==> config.mk <==
export PLATFORM = sky130hd
export DESIGN_NAME = dct_regs
export DESIGN_NICKNAME = d
export VERILOG_FILES = /design/src/hdl/dct_pkg.sv /design/src/hdl/dct_regs.sv
export SDC_FILE = /design/constraint.sdc
export NUM_CORES = 1
export LEC_CHECK = 0
export BUFFER_PORTS_ARGS = -buffer_cell sky130_fd_sc_hd__buf_2
export CAP_MARGIN = 5
export CORE_MARGIN = 2
export CORE_UTILIZATION = 45
export CTS_CLUSTER_DIAMETER = 60
export DETAILED_ROUTE_END_ITERATION = 8
export PLACE_DENSITY_LB_ADDON = 0.25
export SETUP_SLACK_MARGIN = 0.1
export SYNTH_ARGS = -nofsm -noshare
export SYNTH_HDL_FRONTEND = slang
export SYNTH_SLANG_ARGS = --single-unit
export TNS_END_PERCENT = 10
==> constraint.sdc <==
create_clock -name pclk -period 5.7 [get_ports pclk]
set_input_delay 0.285 -clock pclk [delete_from_list [all_inputs] [get_ports pclk]]
set_output_delay 0.285 -clock pclk [all_outputs]
set_load 0.01 [all_outputs]
==> src/hdl/dct_pkg.sv <==
// Constants, register map and field layout of the diagnostic threshold register bank
package dct_pkg;

	// ****************************************************************
	// Register indices and APB byte addresses (index times four)
	// ****************************************************************
	localparam int DCT_ADDR_W = 12;
	localparam logic [11:0] DCT_IDX_BAL_HI = 12'h338;
	localparam logic [11:0] DCT_IDX_BAL_LO = 12'h339;
	localparam logic [11:0] DCT_IDX_CELL_THR = 12'h33A;
	localparam logic [11:0] DCT_IDX_PIN_OPEN_WIRE_LIMIT = 12'h33B;
	localparam logic [11:0] DCT_ADDR_BAL_HI = {DCT_IDX_BAL_HI[9:0], 2'b00};
	localparam logic [11:0] DCT_ADDR_BAL_LO = {DCT_IDX_BAL_LO[9:0], 2'b00};
	localparam logic [11:0] DCT_ADDR_CELL_THR = {DCT_IDX_CELL_THR[9:0], 2'b00};
	localparam logic [11:0] DCT_ADDR_PIN_OPEN_WIRE_LIMIT = {DCT_IDX_PIN_OPEN_WIRE_LIMIT[9:0], 2'b00};

	// ****************************************************************
	// Reset values
	// ****************************************************************
	localparam logic [7:0] DCT_RST_BYTE = 8'h00;

	// ****************************************************************
	// Field positions
	// ****************************************************************
	localparam int DCT_CELL_LIM_LSB = 0;
	localparam int DCT_CELL_LIM_MSB = 4;
	localparam int DCT_BB_MARGIN_LSB = 5;
	localparam int DCT_BB_MARGIN_MSB = 7;
	localparam int DCT_OW_LIM_LSB = 0;
	localparam int DCT_OW_LIM_MSB = 3;
	localparam int DCT_PIN_LIM_LSB = 4;
	localparam int DCT_PIN_LIM_MSB = 6;
	localparam int DCT_PIN_OW_RSVD = 7;

	// ****************************************************************
	// Comparator selection code and threshold scaling in mV
	// ****************************************************************
	localparam logic [2:0] DCT_SEL_BAL_SWITCH = 3'h4;
	localparam logic [7:0] DCT_CELL_MIN_MV = 8'h06;
	localparam logic [7:0] DCT_CELL_STEP_MV = 8'h03;
	localparam logic [7:0] DCT_BB_MIN_MV = 8'h05;
	localparam logic [7:0] DCT_BB_STEP_MV = 8'h05;
	localparam logic [5:0] DCT_PIN_MIN_MV = 6'h04;
	localparam logic [5:0] DCT_PIN_STEP_MV = 6'h04;
	localparam logic [12:0] DCT_OW_MIN_MV = 13'h01F4;
	localparam logic [12:0] DCT_OW_STEP_MV = 13'h012C;

	// APB access phase state
	typedef enum logic [0:0] {DCT_ST_IDLE, DCT_ST_DONE} dct_apb_st_t;

endpackage

==> src/hdl/dct_regs.sv <==
// APB register bank holding balancing-switch diagnostic enables and comparison thresholds
`timescale 1ns/1ps
module dct_regs
	import dct_pkg::*;
#(
	parameter bit BB_MARGIN_IMPL = 1'b1
) (
	// Clock and reset
	input wire logic pclk,
	input wire logic presetn,
	// APB slave
	input wire logic psel,
	input wire logic penable,
	input wire logic pwrite,
	input wire logic [11:0] paddr,
	input wire logic [31:0] pwdata,
	input wire logic [3:0] pstrb,
	output logic [31:0] prdata,
	output logic pready,
	output logic pslverr,
	// Comparator selection from the neighbouring control register
	input wire logic [2:0] comp_sel,
	// Balancing switch drive during diagnostic, bit 15 is channel 16
	output logic [15:0] balancing_switch_on,
	// Cell comparison request
	input wire logic cell_cmp_valid,
	input wire logic [15:0] main_cell_reading,
	input wire logic [15:0] aux_cell_reading,
	input wire logic cell_above_busbar,
	output logic cell_cmp_done,
	output logic cell_cmp_pass,
	// Pin comparison request
	input wire logic pin_cmp_valid,
	input wire logic [15:0] main_pin_reading,
	input wire logic [15:0] aux_pin_reading,
	output logic pin_cmp_done,
	output logic pin_cmp_pass,
	// Decoded limits in mV
	output logic [7:0] cell_delta_limit_mv,
	output logic [7:0] busbar_margin_mv,
	output logic [5:0] aux_pin_delta_limit_mv,
	output logic [12:0] open_wire_limit_cell_balance_pin_mv,
	output logic [12:0] open_wire_limit_cell_sense_pin_mv
);

	// ****************************************************************
	// Address decode
	// ****************************************************************

	// One-hot register select; all zero for an unmapped address
	function automatic logic [3:0] dct_hit(input logic [11:0] addr);
		dct_hit = {addr == DCT_ADDR_PIN_OPEN_WIRE_LIMIT, addr == DCT_ADDR_CELL_THR,
			addr == DCT_ADDR_BAL_LO, addr == DCT_ADDR_BAL_HI};
	endfunction

	// Absolute difference of two readings
	function automatic logic [15:0] dct_absdiff(input logic [15:0] a, input logic [15:0] b);
		dct_absdiff = (a >= b) ? (a - b) : (b - a);
	endfunction

	// ****************************************************************
	// Storage
	// ****************************************************************
	logic [7:0] bal_hi_reg;
	logic [7:0] bal_lo_reg;
	logic [7:0] cell_thr_reg;
	logic [7:0] pin_open_wire_limit_reg;
	logic [31:0] prdata_reg;
	logic pslverr_reg;
	dct_apb_st_t apb_st_reg;
	logic [3:0] hit;
	logic wr_fire;
	logic [7:0] rd_byte;
	logic [4:0] cell_code;
	logic [2:0] margin_code;
	logic [2:0] pin_code;
	logic [3:0] ow_code;
	logic [7:0] margin_eff;
	logic [7:0] cell_limit_eff;
	logic [15:0] cell_diff;
	logic [15:0] pin_diff;

	assign hit = dct_hit(paddr);
	// Write commits only on the completing edge of the access phase
	assign wr_fire = psel && penable && pready && pwrite && pstrb[0] && (hit != 4'h0);

	// ****************************************************************
	// APB handshake
	// ****************************************************************

	// One wait state so read data can come from a flop; pready pulses one cycle
	always_ff @(posedge pclk or negedge presetn) begin
		if (!presetn) begin
			apb_st_reg <= DCT_ST_IDLE;
		end else begin
			case (apb_st_reg)
				DCT_ST_IDLE: begin
					if (psel && penable) begin
						apb_st_reg <= DCT_ST_DONE;
					end
				end
				DCT_ST_DONE: apb_st_reg <= DCT_ST_IDLE;
				default: apb_st_reg <= DCT_ST_IDLE;
			endcase
		end
	end

	assign pready = (apb_st_reg == DCT_ST_DONE);

	// Read mux; reserved bit of the pin/open-wire register reads zero
	always_comb begin
		rd_byte = DCT_RST_BYTE;
		case (1'b1)
			hit[0]: rd_byte = bal_hi_reg;
			hit[1]: rd_byte = bal_lo_reg;
			hit[2]: rd_byte = BB_MARGIN_IMPL ? cell_thr_reg : {3'h0, cell_thr_reg[4:0]};
			hit[3]: rd_byte = {1'b0, pin_open_wire_limit_reg[6:0]};
			default: rd_byte = DCT_RST_BYTE;
		endcase
	end

	// Read data and error captured in the wait state, held through pready
	always_ff @(posedge pclk or negedge presetn) begin
		if (!presetn) begin
			prdata_reg <= 32'h0000_0000;
			pslverr_reg <= 1'b0;
		end else if (psel && penable && (apb_st_reg == DCT_ST_IDLE)) begin
			prdata_reg <= pwrite ? 32'h0000_0000 : {24'h00_0000, rd_byte};
			pslverr_reg <= (hit == 4'h0);
		end
	end

	assign prdata = prdata_reg;
	assign pslverr = pslverr_reg && pready;

	// ****************************************************************
	// Register writes
	// ****************************************************************

	// Byte lane 0 carries the register; other lanes are ignored
	always_ff @(posedge pclk or negedge presetn) begin
		if (!presetn) begin
			bal_hi_reg <= DCT_RST_BYTE;
			bal_lo_reg <= DCT_RST_BYTE;
			cell_thr_reg <= DCT_RST_BYTE;
			pin_open_wire_limit_reg <= DCT_RST_BYTE;
		end else if (wr_fire) begin
			if (hit[0]) bal_hi_reg <= pwdata[7:0];
			if (hit[1]) bal_lo_reg <= pwdata[7:0];
			if (hit[2]) cell_thr_reg <= pwdata[7:0];
			if (hit[3]) pin_open_wire_limit_reg <= {1'b0, pwdata[6:0]};
		end
	end

	// ****************************************************************
	// Balancing switch diagnostic drive
	// ****************************************************************

	// Enables are ignored unless the switch diagnostic is selected
	always_ff @(posedge pclk or negedge presetn) begin
		if (!presetn) begin
			balancing_switch_on <= 16'h0000;
		end else if (comp_sel == DCT_SEL_BAL_SWITCH) begin
			balancing_switch_on <= {bal_hi_reg, bal_lo_reg};
		end else begin
			balancing_switch_on <= 16'h0000;
		end
	end

	// ****************************************************************
	// Threshold decode
	// ****************************************************************
	assign cell_code = cell_thr_reg[DCT_CELL_LIM_MSB:DCT_CELL_LIM_LSB];
	assign margin_code = cell_thr_reg[DCT_BB_MARGIN_MSB:DCT_BB_MARGIN_LSB];
	assign pin_code = pin_open_wire_limit_reg[DCT_PIN_LIM_MSB:DCT_PIN_LIM_LSB];
	assign ow_code = pin_open_wire_limit_reg[DCT_OW_LIM_MSB:DCT_OW_LIM_LSB];

	// Linear decode, minimum plus code times step, registered for timing
	always_ff @(posedge pclk or negedge presetn) begin
		if (!presetn) begin
			cell_delta_limit_mv <= DCT_CELL_MIN_MV;
			busbar_margin_mv <= DCT_BB_MIN_MV;
			aux_pin_delta_limit_mv <= DCT_PIN_MIN_MV;
			open_wire_limit_cell_balance_pin_mv <= DCT_OW_MIN_MV;
			open_wire_limit_cell_sense_pin_mv <= DCT_OW_MIN_MV;
		end else begin
			cell_delta_limit_mv <= DCT_CELL_MIN_MV + {3'h0, cell_code} * DCT_CELL_STEP_MV;
			busbar_margin_mv <= DCT_BB_MIN_MV + {5'h00, margin_code} * DCT_BB_STEP_MV;
			aux_pin_delta_limit_mv <= DCT_PIN_MIN_MV + {3'h0, pin_code} * DCT_PIN_STEP_MV;
			// Same limit feeds both open-wire checks
			open_wire_limit_cell_balance_pin_mv <=
				DCT_OW_MIN_MV + {9'h000, ow_code} * DCT_OW_STEP_MV;
			open_wire_limit_cell_sense_pin_mv <=
				DCT_OW_MIN_MV + {9'h000, ow_code} * DCT_OW_STEP_MV;
		end
	end

	// ****************************************************************
	// Main versus auxiliary comparisons
	// ****************************************************************

	// Margin only for a cell above an individually wired bus bar
	assign margin_eff = (BB_MARGIN_IMPL && cell_above_busbar) ? busbar_margin_mv : 8'h00;
	// Bus-bar channels are issued with the flag low, so they see the plain cell limit
	assign cell_limit_eff = cell_delta_limit_mv + margin_eff;
	assign cell_diff = dct_absdiff(main_cell_reading, aux_cell_reading);
	assign pin_diff = dct_absdiff(main_pin_reading, aux_pin_reading);

	// Pass is strict: a difference equal to the limit fails
	always_ff @(posedge pclk or negedge presetn) begin
		if (!presetn) begin
			cell_cmp_done <= 1'b0;
			cell_cmp_pass <= 1'b0;
		end else begin
			cell_cmp_done <= cell_cmp_valid;
			if (cell_cmp_valid) begin
				cell_cmp_pass <= cell_diff < {8'h00, cell_limit_eff};
			end
		end
	end

	// Pin comparison against its own limit
	always_ff @(posedge pclk or negedge presetn) begin
		if (!presetn) begin
			pin_cmp_done <= 1'b0;
			pin_cmp_pass <= 1'b0;
		end else begin
			pin_cmp_done <= pin_cmp_valid;
			if (pin_cmp_valid) begin
				pin_cmp_pass <= pin_diff < {10'h000, aux_pin_delta_limit_mv};
			end
		end
	end
endmodule

Word level (Yosys, flattened, before mapping)
Cells that the tools add are included.
{"block": "word_totals", "register_bits": 119, "in_bits": 123, "output_inout_bits": 102, "elab_cells": 62}
{"block": "classes", "addsub": 9, "mul": 3, "magnitude_cmp": 4, "eq_ne": 5, "muxes": 11, "bitwise_logic": 1, "reduce_logical": 13}
{"op": "$sub A16 B16 Y16", "count": 4}
{"op": "$eq A12 B12 Y1 const B", "count": 4}
{"op": "$mux W16", "count": 3}
{"op": "$ge A16 B16 Y1", "count": 2}
{"op": "$mux W8", "count": 4}
{"op": "$lt A16 B6 Y1", "count": 1}
{"op": "$lt A16 B8 Y1", "count": 1}
{"op": "$mux W7", "count": 2}
{"op": "$add A9 B13 Y13 const A", "count": 1}
{"op": "$mul A4 B7 Y11 const B", "count": 1}
{"op": "$add A3 B7 Y8 const A", "count": 1}
{"op": "$add A8 B7 Y8", "count": 1}
{"op": "$reduce_and A2 Y1", "count": 4}
{"op": "$add A3 B6 Y7 const A", "count": 1}
{"op": "$logic_and A1 B1 Y1", "count": 7}
{"op": "$mul A5 B2 Y7 const B", "count": 1}
{"op": "$add A3 B5 Y6 const A", "count": 1}
{"op": "$mul A3 B3 Y6 const B", "count": 1}
{"op": "$logic_not A4 Y1", "count": 1}
{"op": "$reduce_bool A4 Y1", "count": 1}
{"op": "$eq A3 B3 Y1 const B", "count": 1}
{"op": "$pmux W1 S2", "count": 1}
{"op": "$mux W1", "count": 1}
{"op": "$not A1 Y1", "count": 1}

Depth between registers and ports, before layout
{"block": "logic_depth", "word_depth": 6, "mapped_depth": 22, "ltp_nobuf": 20}

Worst setup path before layout
No wires, ideal clock.
{"block": "synth_timing", "path_type": "in2reg", "from": "input main_cell_reading[0]", "to": "register cell_cmp_pass", "setup_ns": 0.076, "arrival_time_ns": 3.585, "required_time_ns": 5.624, "path_slack_ns": 2.039, "stages": 22, "n_path_buf": 2, "path_cell_list": "inv_1 ha_1 inv_1 fa_1 a21o_1 a21o_1 a21oi_4 o2111ai_2 buf_6 buf_6 nand2_1 nand2_1 ha_1 a21boi_0 o21a_1 o21ai_0 o2bb2ai_1 o21ai_0 nand2_1 nand4_1 or4_1 o21ai_1"}
{"block": "synth_between", "elab_chain_len": 3, "elab_cells_between_ends": 5, "cone_classes": "add/sub: 2; order compare: 2; mux: 1"}
{"element": "start, declared", "line": "dct_regs.sv:27", "text": "input wire logic [15:0] main_cell_reading,"}
{"element": "$sub A16 B16 Y16 or $ge A16 B16 Y1 (tied branches)", "line": "dct_regs.sv:58", "text": "dct_absdiff = (a >= b) ? (a - b) : (b - a);"}
{"element": "$mux W16 (*)", "line": "dct_regs.sv:58"}
{"element": "$lt A16 B8 Y1 (*)", "line": "dct_regs.sv:217", "text": "cell_cmp_pass <= cell_diff < {8'h00, cell_limit_eff};"}
{"element": "end signal, assigned", "line": "dct_regs.sv:217"}
{"element": "end, declared", "line": "dct_regs.sv:31", "text": "output logic cell_cmp_pass,"}
Mark *: on every way between the ends. The rest lies on a longest branch, timed or not.
A chain may end at the register's enable or synchronous reset.

Worst setup path in the final report
{"block": "layout_timing", "from": "input main_pin_reading[7]", "to": "register pin_cmp_pass"}
{"block": "layout_between", "elab_chain_len": 3, "elab_cells_between_ends": 5, "cone_classes": "add/sub: 2; order compare: 2; mux: 1"}
{"element": "start, declared", "line": "dct_regs.sv:34", "text": "input wire logic [15:0] main_pin_reading,"}
{"element": "$sub A16 B16 Y16 or $ge A16 B16 Y1 (tied branches)", "line": "dct_regs.sv:58"}
{"element": "$mux W16 (*)", "line": "dct_regs.sv:58"}
{"element": "$lt A16 B6 Y1 (*)", "line": "dct_regs.sv:230", "text": "pin_cmp_pass <= pin_diff < {10'h000, aux_pin_delta_limit_mv};"}
{"element": "end signal, assigned", "line": "dct_regs.sv:230"}
{"element": "end, declared", "line": "dct_regs.sv:37", "text": "output logic pin_cmp_pass,"}
Marked as above.

==> qor.log <==
[logic_synthesis] summed instance area of the synthesized netlist 0.00788 mm²
[flow_run] number of max-capacitance violations reported 0
[power_and_ir_drop] Power per Cell Area 194 mW/mm²
[timing] number of setup violations in the final report 0
[timing] fmax 263 MHz
[grt] global routing usage summed across all routing layers 18.8%
[worst_setup_path] CP Class input port to flop
[grt] pin count of the biggest net entering global routing 84
[cts] clock sink count 89
[placed_design] number of instances in the placed design 1239
[grt] wire length of the first global-routing pass 28100 µm
[grt] routing usage on met3 3.13%
[timing] shortest period the worst path allows 3.80 ns
[final_layout] Final Instance Count excl. Fillers 1257
[final_layout] number of flip-flops under the largest register name 16
[worst_hold_path] Hold Crit Class input port to flop
[cts] Post-CTS Resized 0
[logic_synthesis] synthesis warning total 0
[logic_synthesis] Post-synth EDFFs 0
[placed_design] number of buffers inserted by port buffering 164
[cts] Clk pin slew, worst setup/hold paths 0.07 ns
[worst_setup_path] worst-path maximum fanout 14
[grt] M2 GR Usage 31.9%
[final_layout] fraction of layout instances using a drive strength above 1 23.2%
[logic_synthesis] Synth Flop Type sky130_fd_sc_hd__dfrtp_1
[detailed_routing] Starting DRT DRC Count 229
[logic_synthesis] number of flip-flops and latches in the synthesized netlist 89
[detailed_routing] remaining number of nets flagged by the antenna check after routing 0
[floorplanning] number of rows created at floorplan 48
[final_layout] Synth-to-Final Area Change 14.2%
[placed_design] worst slack at placement 1.52 ns
[timing] max-slew violation count 0
[power_and_ir_drop] IR drop worst, VDD 0.154 mV
[placed_design] gp weighted congestion 0.862
[logic_synthesis] post-synthesis sequential area ratio 28.4%
[timing] Hold Violations, Final 0
[cts] TritonCTS clock tree yes
[power_and_ir_drop] overall power 1.75 mW
[floorplanning] Core Footprint 0.0172 mm²
[final_layout] largest registers in the final layout balancing_switch_on: 16 flops, open_wire_limit_cell_sense_pin_mv: 11 flops
[final_layout] post-route core utilization 52.2%
[grt] initial antenna violation count 1
[floorplanning] vertical extent of the die 136 µm
[worst_setup_path] endpoint arrival time on the critical path 4.03 ns
[grt] global route total overflow 0
[timing] portion of the clock cycle consumed by the worst path in the final layout 66.6%
[grt] number of global-route vias before repair 5996
[worst_setup_path] required time at the endpoint of the critical path 5.93 ns
[worst_setup_path] element type at the critical path start input port
[worst_setup_path] crit path capture type flop
[logic_synthesis] Avg Inst Size Synth 8.90 µm²
[cts] number of levels the H-tree was split into 3
[floorplanning] io pins 225
[cts] Clock Path Buffers 2
[power_and_ir_drop] leakage power 4.77 nW
[detailed_routing] Routed WL 17600 µm
[cts] total clock buffers created by CTS 9
[timing] final clock skew 0.0101 ns
[cts] buffer type at the clock tree root sky130_fd_sc_hd__clkbuf_16
[floorplanning] Die Span X 136 µm
[placed_design] placed wire-length estimate 13900 µm
[floorplanning] die area 0.0186 mm²
[final_layout] net total in the final layout 1260
[detailed_routing] total via count in the routed design 6524
[logic_synthesis] post-synthesis cell count 886
[timing] post-route setup slack 1.90 ns
[final_layout] Largest Register balancing_switch_on
[logic_synthesis] fraction of registers with async set/reset 100%
[grt] Global Route met1 Usage 24.6%
[detailed_routing] DRC viols 0
[timing] RSZ-0062 raised after global routing no
[detailed_routing] detailed-routing iteration count for the pre-antenna-repair pass 4
[timing] max_slew headroom 29.8%
[grt] most used routing layer met2
[cts] Clock Latency Late Sink 0.34 ns
[floorplanning] effective utilization at floorplan 45.7%
[logic_synthesis] Synth cell types 82
[run_status] status completed
[detailed_routing] average wire per standard cell 14.0 µm
[timing] transition time of the tightest slew-check pin 1.05 ns
[timing] Total Negative Setup Slacks 0 ns
[detailed_routing] routed vias/inst 5.19
[cell usage after synthesis (3+ instances only)]
cell type                  number  area (µm²)
sky130_fd_sc_hd__ha_1         106        1330
sky130_fd_sc_hd__inv_1        102         383
sky130_fd_sc_hd__dfrtp_1       78        1950
sky130_fd_sc_hd__a21oi_1       55         275
sky130_fd_sc_hd__buf_4         49         368
sky130_fd_sc_hd__nand2_1       49         184
sky130_fd_sc_hd__o21ai_0       44         220
sky130_fd_sc_hd__nor2_1        39         146
sky130_fd_sc_hd__mux2_2        29         327
sky130_fd_sc_hd__and2_1        26         163
sky130_fd_sc_hd__xnor2_1       21         184
sky130_fd_sc_hd__xor2_1        21         184
sky130_fd_sc_hd__a21o_1        18         135
sky130_fd_sc_hd__nor3_1        17        85.1
sky130_fd_sc_hd__clkbuf_1      15        56.3
sky130_fd_sc_hd__nor2b_1       14        87.6
sky130_fd_sc_hd__o21a_1        12        90.1
sky130_fd_sc_hd__dfstp_2       11         289
sky130_fd_sc_hd__nand3_1       10        50.1
sky130_fd_sc_hd__nand4_1        9        56.3
sky130_fd_sc_hd__o21ai_1        9        45.0
sky130_fd_sc_hd__and3_1         8        50.1
sky130_fd_sc_hd__mux2i_1        8        80.1
sky130_fd_sc_hd__nand2b_1       8        50.1
sky130_fd_sc_hd__o21bai_1       8        60.1
sky130_fd_sc_hd__a22oi_1        7        52.6
sky130_fd_sc_hd__a31oi_1        7        43.8
sky130_fd_sc_hd__nand3b_1       7        52.6
sky130_fd_sc_hd__a211oi_1       6        45.0
sky130_fd_sc_hd__fa_1           5         100
sky130_fd_sc_hd__nor3b_1        5        37.5
sky130_fd_sc_hd__buf_2          4        20.0
sky130_fd_sc_hd__o31ai_1        4        30.0
sky130_fd_sc_hd__a211o_1        3        26.3
sky130_fd_sc_hd__a221oi_1       3        26.3
sky130_fd_sc_hd__buf_6          3        33.8
sky130_fd_sc_hd__o211ai_1       3        22.5
sky130_fd_sc_hd__o22ai_1        3        18.8
sky130_fd_sc_hd__o31a_1         3        26.3
sky130_fd_sc_hd__or3_1          3        18.8
sky130_fd_sc_hd__or4_1          3        22.5
[through the flow]
stage          instance area, µm²  hold WS (ns)
6_report                     9000        0.0906
3_5_place_dp                 8660         0.101
3_3_place_gp                 8660         0.101
5_1_grt                      9000        0.0930
2_1_floorplan                8000       -0.0106
4_1_cts                      9000        0.0841
[layout by cell type, fill, tap and decap left out, types with 4 or more instances in the layout]
| master | n |
|---|---|
| sky130_fd_sc_hd__nor3_1 | 17 |
| sky130_fd_sc_hd__mux2i_1 | 8 |
| sky130_fd_sc_hd__and3_1 | 8 |
| sky130_fd_sc_hd__nor2b_1 | 14 |
| sky130_fd_sc_hd__buf_4 | 4 |
| sky130_fd_sc_hd__nor3b_1 | 4 |
| sky130_fd_sc_hd__nand2_1 | 49 |
| sky130_fd_sc_hd__o21ai_1 | 9 |
| sky130_fd_sc_hd__dfrtp_1 | 78 |
| sky130_fd_sc_hd__a31oi_1 | 7 |
| sky130_fd_sc_hd__nand4_1 | 9 |
| sky130_fd_sc_hd__and2_1 | 26 |
| sky130_fd_sc_hd__clkbuf_16 | 9 |
| sky130_fd_sc_hd__nand3b_1 | 7 |
| sky130_fd_sc_hd__o31ai_1 | 4 |
| sky130_fd_sc_hd__mux2_2 | 29 |
| sky130_fd_sc_hd__nand3_1 | 10 |
| sky130_fd_sc_hd__nor2_1 | 39 |
| sky130_fd_sc_hd__o21ai_0 | 44 |
| sky130_fd_sc_hd__a22oi_1 | 7 |
| sky130_fd_sc_hd__xnor2_1 | 21 |
| sky130_fd_sc_hd__fa_1 | 5 |
| sky130_fd_sc_hd__inv_1 | 102 |
| sky130_fd_sc_hd__dfstp_2 | 11 |
| sky130_fd_sc_hd__xor2_1 | 21 |
| sky130_fd_sc_hd__nand2b_1 | 8 |
| sky130_fd_sc_hd__a21o_1 | 18 |
| sky130_fd_sc_hd__buf_2 | 163 |
| sky130_fd_sc_hd__a211oi_1 | 6 |
| sky130_fd_sc_hd__conb_1 | 33 |
| sky130_fd_sc_hd__a21oi_1 | 55 |
| sky130_fd_sc_hd__o21a_1 | 12 |
| sky130_fd_sc_hd__o21bai_1 | 8 |
| sky130_fd_sc_hd__ha_1 | 106 |
[worst paths after layout]
check,slack (ns),cells after the start,to,start
max reg2reg,2.32,17,cell_cmp_pass,busbar_margin_mv[0]
min in group asynchronous,0.29,2,balancing_switch_on[10],presetn
max in group asynchronous,4.18,3,busbar_margin_mv[1],presetn
max,1.90,17,pin_cmp_pass,main_pin_reading[7]
min reg2reg,0.40,0,cell_delta_limit_mv[0],cell_thr_reg[0]
min,0.09,1,cell_cmp_done,cell_cmp_valid
[kinds of logic (layout without fill, tap and decap cells)]
kind of cell    count (synthesis)  count (layout)  synth area share, %
fa+ha+maj                     111             111                 18.1
mux                            37              37                 5.16
buf+inv                       173             286                 10.9
xor+xnor                       42              42                 4.67
simple gates                  216             216                 14.5
compound gates                217             217                 18.2
flops                          89              89                 28.4
other cells                     1              34               0.0476
[per-layer routing]
layer | vias to the layer above | part of all wire [%]
met4 | 0 | 1.7
met1 | 3069 | 45
li1 | 3281 | -
met5 | - | 0
met3 | 23 | 4.7
met2 | 151 | 48
[repair_timing]
action,in CTS,in global routing
buffers inserted,0,0
hold endpoints to repair,6,0
hold buffers,1,0
[final cells by class]
class,instances,area (µm²)
antenna,1,2.50
clock buffer,11,243
clock inverter,5,87.6
fill,1650,8240
inverter,102,383
multi-input combinational,656,4910
sequential,89,2240
tap,225,282
timing repair buffer,168,856
[power breakdown]
part / internal [mW] / switching [mW]
logic: 0.192 / 0.262
registers: 0.633 / 0.000618
clock network: 0.401 / 0.257
total: 1.23 / 0.519
[worst max-delay path: stages]
cell	delay, ns
sky130_fd_sc_hd__buf_2	0.09
sky130_fd_sc_hd__inv_1	0.04
sky130_fd_sc_hd__ha_1	0.44
sky130_fd_sc_hd__a21oi_1	0.22
sky130_fd_sc_hd__o21ai_1	0.13
sky130_fd_sc_hd__a221oi_1	0.48
sky130_fd_sc_hd__a31oi_1	0.33
sky130_fd_sc_hd__buf_4	0.26
sky130_fd_sc_hd__nor3_1	0.17
sky130_fd_sc_hd__a21oi_1	0.08
sky130_fd_sc_hd__a221oi_1	0.29
sky130_fd_sc_hd__xnor2_1	0.17
sky130_fd_sc_hd__ha_1	0.26
sky130_fd_sc_hd__nor2b_1	0.13
sky130_fd_sc_hd__nor4b_1	0.25
sky130_fd_sc_hd__o21ai_0	0.12
sky130_fd_sc_hd__o41ai_1	0.26
No activity file was read; power rests on OpenSTA's default activity.
